--- config.mk ---
export PLATFORM = sky130hd
export DESIGN_NAME = packet_length_framer
export DESIGN_NICKNAME = d
export VERILOG_FILES = /design/src/inc/pkt_framer_pkg.sv /design/src/core/packet_length_framer.sv
export SDC_FILE = /design/constraint.sdc
export NUM_CORES = 1
export LEC_CHECK = 0
export BUFFER_PORTS_ARGS = -buffer_cell sky130_fd_sc_hd__buf_2
export CAP_MARGIN = 25
export CORE_MARGIN = 1
export CORE_UTILIZATION = 44
export DETAILED_ROUTE_END_ITERATION = 10
export GPL_ROUTABILITY_DRIVEN = 0
export HOLD_SLACK_MARGIN = 0.03
export PLACE_DENSITY = 0.57
export REMOVE_ABC_BUFFERS = 1
export SYNTH_ARGS = -nofsm -noshare
export SYNTH_HDL_FRONTEND = slang
export SYNTH_SLANG_ARGS = --single-unit
--- constraint.sdc ---
create_clock -name clk_sys_in -period 3.75 [get_ports clk_sys_in]
set_clock_uncertainty 0.05 [all_clocks]
set_input_delay 0.75 -clock clk_sys_in [delete_from_list [all_inputs] [get_ports clk_sys_in]]
set_output_delay 0.75 -clock clk_sys_in [all_outputs]
set_load 0.005 [all_outputs]
--- src/inc/pkt_framer_pkg.sv ---
// shared constants, types and helpers of the packet length framer
package pkt_framer_pkg;
  localparam int         FIFO_MAX      = 64;
  localparam logic       MODE_PKT_BIT  = 1'b1;
  localparam logic       FMT_VAR       = 1'b1;
  localparam logic [6:0] EXT_LEN_MIN   = 7'h41;
  localparam logic [6:0] EXT_LEN_MAX   = 7'h7F;
  localparam logic [1:0] PRE_3         = 2'b10;
  localparam logic [1:0] PRE_4         = 2'b11;
  localparam logic [7:0] PREAMBLE_BYTE = 8'hAA;
  localparam logic [15:0] SYNC_WORD    = 16'h2DD4;
  localparam logic [15:0] CRC_INIT     = 16'hFFFF;
  localparam logic [15:0] CRC_POLY     = 16'h1021;
  localparam logic [1:0] RX1_CRC_OK    = 2'b00;
  localparam logic [1:0] RX1_FULL      = 2'b01;
  localparam logic [1:0] RX1_LEVEL     = 2'b11;
  localparam logic       TX0_LEVEL     = 1'b0;
  localparam logic       TX1_LAST      = 1'b1;
  localparam logic [1:0] DEPTH_64      = 2'b11;
  localparam logic [6:0] DEPTH_STEP    = 7'h10;

  typedef struct packed {
    logic [1:0] op_mode_select;
    logic       length_format_select;
    logic [6:0] payload_length_limit;
    logic [1:0] preamble_size;
    logic       checksum_enable;
    logic       crc_autoclear_override;
    logic [1:0] queue_depth_select;
    logic [5:0] queue_level_threshold;
    logic [1:0] rx_line1_source;
    logic       tx_line0_source;
    logic       tx_line1_source;
  } cfg_t;

  function automatic logic [15:0] crc16_byte(input logic [15:0] c, input logic [7:0] d);
    logic [15:0] r;
    r = c ^ {d, 8'h00};
    for (int i = 0; i < 8; i++)
    begin
      r = r[15] ? ((r << 1) ^ CRC_POLY) : (r << 1);
    end
    return r;
  endfunction : crc16_byte

  // fifo size in bytes: 16, 32, 48 or 64
  function automatic logic [6:0] depth_bytes(input logic [1:0] sel);
    return 7'({1'b0, sel, 4'h0}) + DEPTH_STEP;
  endfunction : depth_bytes

  function automatic logic [6:0] min7(input logic [6:0] a, input logic [6:0] b);
    return (a < b) ? a : b;
  endfunction : min7
endpackage : pkt_framer_pkg

--- src/core/packet_length_framer.sv ---
// packet framer: fifo, tx framing, rx deframing, checksum and host interrupt mapping
// Notes on behaviour
// packet handler runs only in mode 10/11
// format 0 is fixed, length from limit
// fixed length counts address and data bytes
// order: preamble, start, payload, checksum
// framing bytes added on tx, stripped rx
// format 1: length byte after start pattern
// first fifo byte counts following payload bytes
// rx length byte above limit discards packet
// limit 65..127 with format 1 is extended
// preamble size 10 gives 3, 11 gives 4
// checksum only when checksum enable set
// pass flag cleared by writing one
// depth select 11 gives 64 byte fifo
// rx source 11: line b is level event
// rx source 00: line b is checksum good
// tx source 0: start at threshold fill
// tx source 0: line a when count low
// host drains rx fifo before full
// host refills tx fifo in time
// tx line1 source 1: last bit event
// host holds tx one bit after last
// host leaves one byte on partial reads
// 16-bit checksum appended after payload
// checksum fail clears fifo unless override
// rx counter from length ends payload
`timescale 1ns/100ps
module packet_length_framer #(
  parameter int FIFO_DEPTH = 64
) (
  input  wire logic                 clk_sys_in,
  input  wire logic                 resetn_in,
  input  wire pkt_framer_pkg::cfg_t cfg_in,
  input  wire logic                 tx_mode_in,
  input  wire logic                 pass_clear_in,
  input  wire logic                 host_wr_in,
  input  wire logic [7:0]           host_wr_data_in,
  input  wire logic                 host_rd_in,
  output logic      [7:0]           host_rd_data_out,
  output logic      [6:0]           fifo_count_out,
  input  wire logic                 tx_ready_in,
  output logic                      tx_valid_out,
  output logic      [7:0]           tx_byte_out,
  input  wire logic                 rx_start_in,
  input  wire logic                 rx_valid_in,
  input  wire logic [7:0]           rx_byte_in,
  output logic                      checksum_pass_flag_out,
  output logic                      host_irq_line_a_out,
  output logic                      host_irq_line_b_out
);
  if (FIFO_DEPTH != pkt_framer_pkg::FIFO_MAX)
  begin : g_depth_chk
    $error("FIFO_DEPTH must be 64");
  end

  typedef enum logic [2:0] {TX_IDLE, TX_PRE, TX_SYNC_HI, TX_SYNC_LO, TX_PAY, TX_CRC_HI, TX_CRC_LO} tx_state_t;
  typedef enum logic [2:0] {RX_HUNT, RX_LEN, RX_PAY, RX_CRC_HI, RX_CRC_LO} rx_state_t;

  pkt_framer_pkg::cfg_t c;
  logic [7:0]  mem [FIFO_DEPTH];
  logic [5:0]  wp_reg, rp_reg;
  logic [6:0]  cnt_reg, size, thr, len_max, tx_left, rx_left;
  logic        pkt_on, tx_on, rx_on, ext_mode, full, empty;
  logic        wr_en, push_ok, rd_en, slot, tx_pop, tx_go, rx_push, clr;
  logic        chk_done, crc_ok, fin_plain, drain;
  logic [7:0]  wr_d, head;
  tx_state_t   tx_state_reg;
  rx_state_t   rx_state_reg;
  logic [6:0]  tcnt_reg, rcnt_reg;
  logic [15:0] tcrc_reg, rcrc_reg;
  logic [7:0]  rhi_reg;
  logic        first_reg, last_reg, good_reg, rdy_reg;
  logic        irq_a_next, irq_b_next;

  assign c        = cfg_in;
  assign pkt_on   = c.op_mode_select[1] == pkt_framer_pkg::MODE_PKT_BIT;
  assign tx_on    = pkt_on && tx_mode_in;
  assign rx_on    = pkt_on && !tx_mode_in;
  assign size     = pkt_framer_pkg::depth_bytes(c.queue_depth_select);
  assign full     = cnt_reg >= size;
  assign empty    = cnt_reg == 7'h00;
  assign thr      = {1'b0, c.queue_level_threshold};
  assign head     = mem[rp_reg];
  assign ext_mode = (c.length_format_select == pkt_framer_pkg::FMT_VAR) &&
                    (c.payload_length_limit >= pkt_framer_pkg::EXT_LEN_MIN) &&
                    (c.payload_length_limit <= pkt_framer_pkg::EXT_LEN_MAX);
  // extended mode streams through the fifo, otherwise the whole packet must fit
  assign len_max  = ext_mode ? c.payload_length_limit :
                    pkt_framer_pkg::min7(c.payload_length_limit, 7'(size - 7'h01));

  assign slot    = !tx_valid_out || tx_ready_in;
  assign tx_pop  = (tx_state_reg == TX_PAY) && slot && !empty;
  assign tx_go   = !empty && (c.tx_line0_source != pkt_framer_pkg::TX0_LEVEL || cnt_reg >= thr);
  assign tx_left = first_reg ? head[6:0] : 7'(tcnt_reg - 7'h01);

  assign rx_push = rx_on && rx_valid_in && (rx_state_reg == RX_PAY ||
                   (rx_state_reg == RX_LEN && rx_byte_in <= {1'b0, len_max}));
  assign rx_left  = (rx_state_reg == RX_LEN) ? rx_byte_in[6:0] : 7'(rcnt_reg - 7'h01);
  assign chk_done = rx_on && rx_valid_in && rx_state_reg == RX_CRC_LO;
  assign crc_ok   = {rhi_reg, rx_byte_in} == rcrc_reg;
  assign clr      = chk_done && !crc_ok && !c.crc_autoclear_override;
  assign fin_plain = rx_push && rx_left == 7'h00 && !c.checksum_enable;
  assign drain    = !tx_mode_in && host_rd_in && cnt_reg == 7'h01;

  always_comb
  begin
    wr_en   = tx_mode_in ? host_wr_in : rx_push;
    wr_d    = tx_mode_in ? host_wr_data_in : rx_byte_in;
    push_ok = wr_en && !full;
    rd_en   = (tx_mode_in ? tx_pop : host_rd_in) && !empty;
  end

  always_ff @(posedge clk_sys_in)
  begin
    if (push_ok)
    begin
      mem[wp_reg] <= wr_d;
    end
  end

  // fifo pointers and fill count
  always_ff @(posedge clk_sys_in or negedge resetn_in)
  begin
    if (!resetn_in)
    begin
      wp_reg  <= 6'h00;
      rp_reg  <= 6'h00;
      cnt_reg <= 7'h00;
    end
    else if (clr)
    begin
      wp_reg  <= 6'h00;
      rp_reg  <= 6'h00;
      cnt_reg <= 7'h00;
    end
    else
    begin
      if (push_ok)
      begin
        wp_reg <= 6'(wp_reg + 6'h01);
      end
      if (rd_en)
      begin
        rp_reg <= 6'(rp_reg + 6'h01);
      end
      cnt_reg <= 7'(cnt_reg + 7'(push_ok) - 7'(rd_en));
    end
  end

  always_ff @(posedge clk_sys_in or negedge resetn_in)
  begin
    if (!resetn_in)
    begin
      host_rd_data_out <= 8'h00;
    end
    else if (!tx_mode_in && host_rd_in && !empty)
    begin
      host_rd_data_out <= head;
    end
  end

  // transmit framer; leaving transmit mode cuts the frame at once
  always_ff @(posedge clk_sys_in or negedge resetn_in)
  begin
    if (!resetn_in)
    begin
      tx_state_reg <= TX_IDLE;
      tx_valid_out <= 1'b0;
      tx_byte_out  <= 8'h00;
      tcnt_reg     <= 7'h00;
      tcrc_reg     <= pkt_framer_pkg::CRC_INIT;
      first_reg    <= 1'b0;
      last_reg     <= 1'b0;
    end
    else if (!tx_on)
    begin
      tx_state_reg <= TX_IDLE;
      tx_valid_out <= 1'b0;
    end
    else
    begin
      if (slot)
      begin
        tx_valid_out <= 1'b0;
      end
      case (tx_state_reg)
        TX_IDLE:
          if (tx_go)
          begin
            tx_state_reg <= TX_PRE;
            tcnt_reg     <= 7'(c.preamble_size);
            tcrc_reg     <= pkt_framer_pkg::CRC_INIT;
            last_reg     <= 1'b0;
          end
        TX_PRE:
          if (slot)
          begin
            tx_byte_out  <= pkt_framer_pkg::PREAMBLE_BYTE;
            tx_valid_out <= 1'b1;
            tcnt_reg     <= 7'(tcnt_reg - 7'h01);
            if (tcnt_reg == 7'h00)
            begin
              tx_state_reg <= TX_SYNC_HI;
            end
          end
        TX_SYNC_HI:
          if (slot)
          begin
            tx_byte_out  <= pkt_framer_pkg::SYNC_WORD[15:8];
            tx_valid_out <= 1'b1;
            tx_state_reg <= TX_SYNC_LO;
          end
        TX_SYNC_LO:
          if (slot)
          begin
            tx_byte_out  <= pkt_framer_pkg::SYNC_WORD[7:0];
            tx_valid_out <= 1'b1;
            tx_state_reg <= TX_PAY;
            first_reg    <= c.length_format_select == pkt_framer_pkg::FMT_VAR;
            tcnt_reg     <= pkt_framer_pkg::min7(c.payload_length_limit, size);
          end
        TX_PAY:
          if (slot)
          begin
            if (empty)
            begin
              tx_state_reg <= TX_IDLE;
            end
            else
            begin
              tx_byte_out  <= head;
              tx_valid_out <= 1'b1;
              tcrc_reg     <= pkt_framer_pkg::crc16_byte(tcrc_reg, head);
              first_reg    <= 1'b0;
              tcnt_reg     <= tx_left;
              if (tx_left == 7'h00)
              begin
                tx_state_reg <= c.checksum_enable ? TX_CRC_HI : TX_IDLE;
                last_reg     <= !c.checksum_enable;
              end
            end
          end
        TX_CRC_HI:
          if (slot)
          begin
            tx_byte_out  <= tcrc_reg[15:8];
            tx_valid_out <= 1'b1;
            tx_state_reg <= TX_CRC_LO;
          end
        TX_CRC_LO:
          if (slot)
          begin
            tx_byte_out  <= tcrc_reg[7:0];
            tx_valid_out <= 1'b1;
            tx_state_reg <= TX_IDLE;
            last_reg     <= 1'b1;
          end
        default:
          tx_state_reg <= TX_IDLE;
      endcase
    end
  end

  // receive deframer; preamble, start pattern and checksum never reach the fifo
  always_ff @(posedge clk_sys_in or negedge resetn_in)
  begin
    if (!resetn_in)
    begin
      rx_state_reg <= RX_HUNT;
      rcnt_reg     <= 7'h00;
      rcrc_reg     <= pkt_framer_pkg::CRC_INIT;
      rhi_reg      <= 8'h00;
    end
    else if (!rx_on)
    begin
      rx_state_reg <= RX_HUNT;
    end
    else
    begin
      case (rx_state_reg)
        RX_HUNT:
          if (rx_start_in)
          begin
            rcrc_reg     <= pkt_framer_pkg::CRC_INIT;
            rcnt_reg     <= pkt_framer_pkg::min7(c.payload_length_limit, size);
            rx_state_reg <= (c.length_format_select == pkt_framer_pkg::FMT_VAR) ? RX_LEN : RX_PAY;
          end
        RX_LEN, RX_PAY:
          if (rx_push)
          begin
            rcrc_reg <= pkt_framer_pkg::crc16_byte(rcrc_reg, rx_byte_in);
            rcnt_reg <= rx_left;
            if (rx_left == 7'h00)
            begin
              rx_state_reg <= c.checksum_enable ? RX_CRC_HI : RX_HUNT;
            end
            else
            begin
              rx_state_reg <= RX_PAY;
            end
          end
          else if (rx_valid_in)
          begin
            rx_state_reg <= RX_HUNT;
          end
        RX_CRC_HI:
          if (rx_valid_in)
          begin
            rhi_reg      <= rx_byte_in;
            rx_state_reg <= RX_CRC_LO;
          end
        RX_CRC_LO:
          if (rx_valid_in)
          begin
            rx_state_reg <= RX_HUNT;
          end
        default:
          rx_state_reg <= RX_HUNT;
      endcase
    end
  end

  // receive events; a set in the same cycle as a clear wins
  always_ff @(posedge clk_sys_in or negedge resetn_in)
  begin
    if (!resetn_in)
    begin
      good_reg               <= 1'b0;
      rdy_reg                <= 1'b0;
      checksum_pass_flag_out <= 1'b0;
    end
    else
    begin
      if (chk_done && crc_ok)
      begin
        good_reg <= 1'b1;
      end
      else if (drain || (rx_on && rx_start_in))
      begin
        good_reg <= 1'b0;
      end
      if ((chk_done && (crc_ok || c.crc_autoclear_override)) || fin_plain)
      begin
        rdy_reg <= 1'b1;
      end
      else if (drain || (rx_on && rx_start_in))
      begin
        rdy_reg <= 1'b0;
      end
      if (chk_done && crc_ok)
      begin
        checksum_pass_flag_out <= 1'b1;
      end
      else if (pass_clear_in)
      begin
        checksum_pass_flag_out <= 1'b0;
      end
    end
  end

  always_comb
  begin
    irq_a_next = 1'b0;
    irq_b_next = 1'b0;
    if (tx_on)
    begin
      irq_a_next = (c.tx_line0_source == pkt_framer_pkg::TX0_LEVEL) ? (cnt_reg <= thr) : !empty;
      irq_b_next = (c.tx_line1_source == pkt_framer_pkg::TX1_LAST) ? last_reg : full;
    end
    else if (rx_on)
    begin
      irq_a_next = rdy_reg;
      case (c.rx_line1_source)
        pkt_framer_pkg::RX1_CRC_OK: irq_b_next = good_reg;
        pkt_framer_pkg::RX1_FULL:   irq_b_next = full;
        pkt_framer_pkg::RX1_LEVEL:  irq_b_next = cnt_reg >= thr;
        default:                    irq_b_next = 1'b0;
      endcase
    end
  end

  always_ff @(posedge clk_sys_in or negedge resetn_in)
  begin
    if (!resetn_in)
    begin
      host_irq_line_a_out <= 1'b0;
      host_irq_line_b_out <= 1'b0;
    end
    else
    begin
      host_irq_line_a_out <= irq_a_next;
      host_irq_line_b_out <= irq_b_next;
    end
  end

  assign fifo_count_out = cnt_reg;

  tx_off_idle_a: assert property (@(posedge clk_sys_in) disable iff (!resetn_in)
    !tx_on |=> !tx_valid_out && tx_state_reg == TX_IDLE) else $error("tx active outside packet tx mode");
  pre_four_a: assert property (@(posedge clk_sys_in) disable iff (!resetn_in)
    tx_on && tx_state_reg == TX_IDLE && tx_go && c.preamble_size == pkt_framer_pkg::PRE_4
    |=> tcnt_reg == 7'h03) else $error("preamble count wrong");
  len_discard_a: assert property (@(posedge clk_sys_in) disable iff (!resetn_in)
    rx_on && rx_state_reg == RX_LEN && rx_valid_in && rx_byte_in > {1'b0, len_max}
    |=> rx_state_reg == RX_HUNT && $stable(wp_reg)) else $error("oversize packet not discarded");
  pass_clear_a: assert property (@(posedge clk_sys_in) disable iff (!resetn_in)
    pass_clear_in && !(chk_done && crc_ok) |=> !checksum_pass_flag_out) else $error("pass flag not cleared");
  rx_level_a: assert property (@(posedge clk_sys_in) disable iff (!resetn_in)
    rx_on && c.rx_line1_source == pkt_framer_pkg::RX1_LEVEL && cnt_reg >= thr
    |=> host_irq_line_b_out) else $error("rx level event missing");
  tx_level_a: assert property (@(posedge clk_sys_in) disable iff (!resetn_in)
    tx_on && c.tx_line0_source == pkt_framer_pkg::TX0_LEVEL
    |=> host_irq_line_a_out == ($past(cnt_reg) <= $past(thr))) else $error("tx level event wrong");
  fail_clear_a: assert property (@(posedge clk_sys_in) disable iff (!resetn_in)
    clr |=> cnt_reg == 7'h00 && !rdy_reg) else $error("checksum fail kept fifo");
  depth_bound_a: assert property (@(posedge clk_sys_in) disable iff (!resetn_in)
    c.queue_depth_select == pkt_framer_pkg::DEPTH_64 && $stable(c.queue_depth_select)
    |-> cnt_reg <= 7'h40) else $error("fifo above 64 bytes");
  last_bit_a: assert property (@(posedge clk_sys_in) disable iff (!resetn_in)
    tx_on && tx_state_reg == TX_CRC_LO && slot ##1 tx_on && c.tx_line1_source == pkt_framer_pkg::TX1_LAST
    |=> host_irq_line_b_out) else $error("last bit event missing");
  rx_strip_a: assert property (@(posedge clk_sys_in) disable iff (!resetn_in)
    rx_on && rx_valid_in && !(rx_state_reg inside {RX_LEN, RX_PAY}) |=> cnt_reg <= $past(cnt_reg))
    else $error("framing byte stored");

  tx_crc_c:  cover property (@(posedge clk_sys_in) disable iff (!resetn_in) tx_state_reg == TX_CRC_LO && slot);
  rx_pass_c: cover property (@(posedge clk_sys_in) disable iff (!resetn_in) chk_done && crc_ok);
  rx_drop_c: cover property (@(posedge clk_sys_in) disable iff (!resetn_in) rx_valid_in && rx_state_reg == RX_LEN && !rx_push);
  tx_cut_c:  cover property (@(posedge clk_sys_in) disable iff (!resetn_in) tx_state_reg == TX_PAY && slot && empty);
endmodule : packet_length_framer

==> reports/results.tsv <==
stage	metric	value	unit
synth	synth.area.top_cells	edfxtp_1 (57%), mux4_2 (8.6%), dfrtp_1 (6.6%), dfstp_2 (3.1%), mux2_2 (2.3%)	
finish	nets	2117	
pwr	vdd_drop_max	0.474	mV
die	coreArea	0.0606	mm²
grt	grt_pass1_wl	108000	µm
pwr	pwr-share-seq	36.3	%
status	violations	negative setup slack	
cts	root_buffer	clkbuf_16	
finish	final_common_cell	edfxtp_1	
sta	rsz0062_at_grt	yes	
setup_path	critical_path_buf_inv_count	5	
synth	yosysSeqAreaShare	66.4	%
synth	synth_edf_count	512	
finish	post-route-util	54.0	%
finish	nFillCells	4932	
die	die_h	250	µm
pwr	leakagePower	11.6	nW
die	die-area	0.0625	mm²
synth	syn_avg_cell_area	15.6	µm²
sta	relSlewSlack	39.2	%
routing	postRouteWirelength	72000	µm
setup_path	crit_path_end_kind	flip-flop	
sta	final.min_clock_period	4.66	ns
setup_path	cpPeakStageDelay	0.37	ns
cts	cts_sinks	615	
pwr	p_sw_share	33.6	%
min_path	hold_class	input pin to asynchronous set/reset pin	
pwr	power-per-cell-area	691	mW/mm²
synth	synth_area	0.0271	mm²
synth	yosysUniqueCellTypes	89	
cts	ctsHtreeMaxLevel	3	
setup_path	crit_type	input pin to flip-flop	
pwr	p_comb_share	35.5	%
sta	hold_violations	0	
finish	antennaDiodeCount	0	
setup_path	cp_top_family	compound AO/OA/AOI/OAI gates	
finish	area_growth	20.8	%
grt	grt_overflow_total	0	
setup_path	critPathRequiredTime	4.23	ns
synth	synth_top_area_cell	edfxtp_1	
status	outcome	finished, violations left	
setup_path	crit_slowest_cell	or3_1	
routing	route.detailed.drc	0	
pwr	p_sw	7.60	mW
die	initial_core_util	44.7	%
cts	ctsHoldBuffers	0	
sta	max_clock_freq	215	MHz
pwr	clkPwrFrac	28.2	%
cts	clk_path_buf_depth	3	
pwr	p_int	15.0	mW
cts	clk_pin_slew_worst_paths	0.06	ns
placement	placed_area	0.0299	mm²
cts	cts_tree	yes	
routing	routed_via_density	5.78	
sta	period_share	124	%
cts	clk-insertion-delay-late	0.62	ns
synth	yosysWarnings	0	
finish	stdcell_area	0.0327	mm²
setup_path	cp-start-kind	input pin	
grt	antenna_found_initial	1	
finish	final-seq-area	0.0180	mm²
placement	port-buffer-count	76	
job	maxCapViolCount	0	
die	io_pins	78	
synth	async_flop_share	16.7	%
grt	grt_max_degree	65	
synth	ys_seq_elements	615	
sta	setup_ws	-0.909	ns
routing	num_vias	16600	
synth	syn-instance-count	1732	
grt	track_usage	23.4	%
routing	wire_per_inst	25.1	µm
synth	netlist.area_leader.share	56.8	%
placement	pre_cts_ws	-1.86	ns
cts	cts_buffers	68	
grt	grt_pass1_vias	16800	
setup_path	arrival	5.14	ns
routing	drtIter0Drc	1525	
finish	multi_input_area	0.00882	mm²
sta	finalSetupViolCount	529	
routing	antenna_left	0	
placement	dp_hpwl	47700	µm
setup_path	crit_fanout	2	
synth	ys.flop_type	edfxtp_1	
finish	drive_gt1_share	32.9	%
finish	largest_reg_flops	512	
routing	firstDrtPassIters	5	
sta	worstMarginPinSlew	0.912	ns
finish	layout_common_cells	edfxtp_1 (512), buf_4 (171), nor2_1 (127)	
sta	maxSlewViolCount	0	
die	dieWidth	250	µm
die	placementRows	90	
## synth_stat cells (9+ instances only)
cell	number
a31oi_1	16
o21ai_0	48
xnor2_1	62
nor2b_1	16
nor2_1	151
ha_1	37
mux4_2	103
o211ai_1	15
a21oi_1	73
mux2i_1	57
nand4_1	9
buf_2	15
a22oi_1	12
a221oi_1	23
nor3_1	11
clkbuf_1	51
dfstp_2	32
buf_6	10
dfrtp_1	71
inv_1	37
edfxtp_1	512
nand2_1	102
or3_1	14
mux2_2	56
nand3_1	20
xor2_1	19
nand2b_1	12
## per-layer routing
metal | vias to the layer above | track usage (%) | routed length, µm
li1 | 7342 | - | -
met1 | 8522 | 33.8 | 32000
met2 | 596 | 36.9 | 34000
met3 | 102 | 3.27 | 4380
met4 | 0 | 6.98 | 1610
met5 | - | 0 | 0
## cell families (layout without fill, tap and decap cells)
| kind of cell | count (synthesis) | after routing | synth area share (%) |
|---|---|---|---|
| AOI/OAI and AO/OA | 270 | 270 | 6.78 |
| xor gates and xnor gates | 85 | 85 | 2.86 |
| adders and majority gates | 38 | 38 | 1.78 |
| buffers and inverters | 130 | 479 | 2.36 |
| DFF | 615 | 615 | 66.4 |
| muxes | 226 | 226 | 13.6 |
| and+or+nand+nor | 368 | 368 | 6.19 |
## power by group through the flow
stage / Clock, mW / Combinational [mW] / Sequential, mW
2_1_floorplan: 0 / 4.63 / 8.74
3_3_place_gp: 0 / 7.78 / 8.32
3_5_place_dp: 0 / 7.83 / 8.33
4_1_cts: 6.53 / 8.03 / 8.20
5_1_grt: 6.78 / 8.61 / 8.24
6_report: 6.39 / 8.02 / 8.20
## worst paths after layout
path	from	end	slack [ns]	cells past startpoint
max in group asynchronous	resetn_in	tcrc_reg[3]$_DFFE_PN1P_	2.71	2
worst max register to register	rp_reg[0]$_DFFE_PN0P_	last_reg$_DFFE_PN0P_	0.18	11
worst min-delay path	resetn_in	fifo_count_out[6]$_DFF_PN0_	0.11	1
min in group clk_sys_in	pass_clear_in	checksum_pass_flag_out$_DFFE_PN0P_	0.27	2
worst max-delay path	cfg_in[10]	fifo_count_out[6]$_DFF_PN0_	-0.91	28
worst min register to register	good_reg$_DFFE_PN0P_	good_reg$_DFFE_PN0P_	0.43	2
## stage by stage
stage / hold WS [ns] / cells / power [mW] / TNS (ns)
after floorplan: 0.391 / 1641 / 13.4 / -792.22
after global placement: 0.418 / 2727 / 16.1 / -677.21
after detailed placement: 0.419 / 2728 / 16.2 / -719.92
after CTS: 0.117 / 2859 / 22.8 / -207.56
after global routing: 0.150 / 2863 / 23.6 / -299.59
final: 0.105 / 2863 / 22.6 / -216.03
## what timing repair did
action	4_1_cts	5_1_grt
buffers inserted	10	5
pin swaps	37	7
resized for setup	129	25
setup endpoints to repair	531	545
## final cells by class
class                   count  share of cell area [%]
clock buffers              84                    5.45
multi-input cells         987                    27.0
well taps                 782                    2.99
clock inverters            39                    1.09
flip-flops and latches    615                    55.0
repair buffers            317                    8.04
inverters                  39                   0.463
Note: power is estimated with default switching activity, not from simulation.
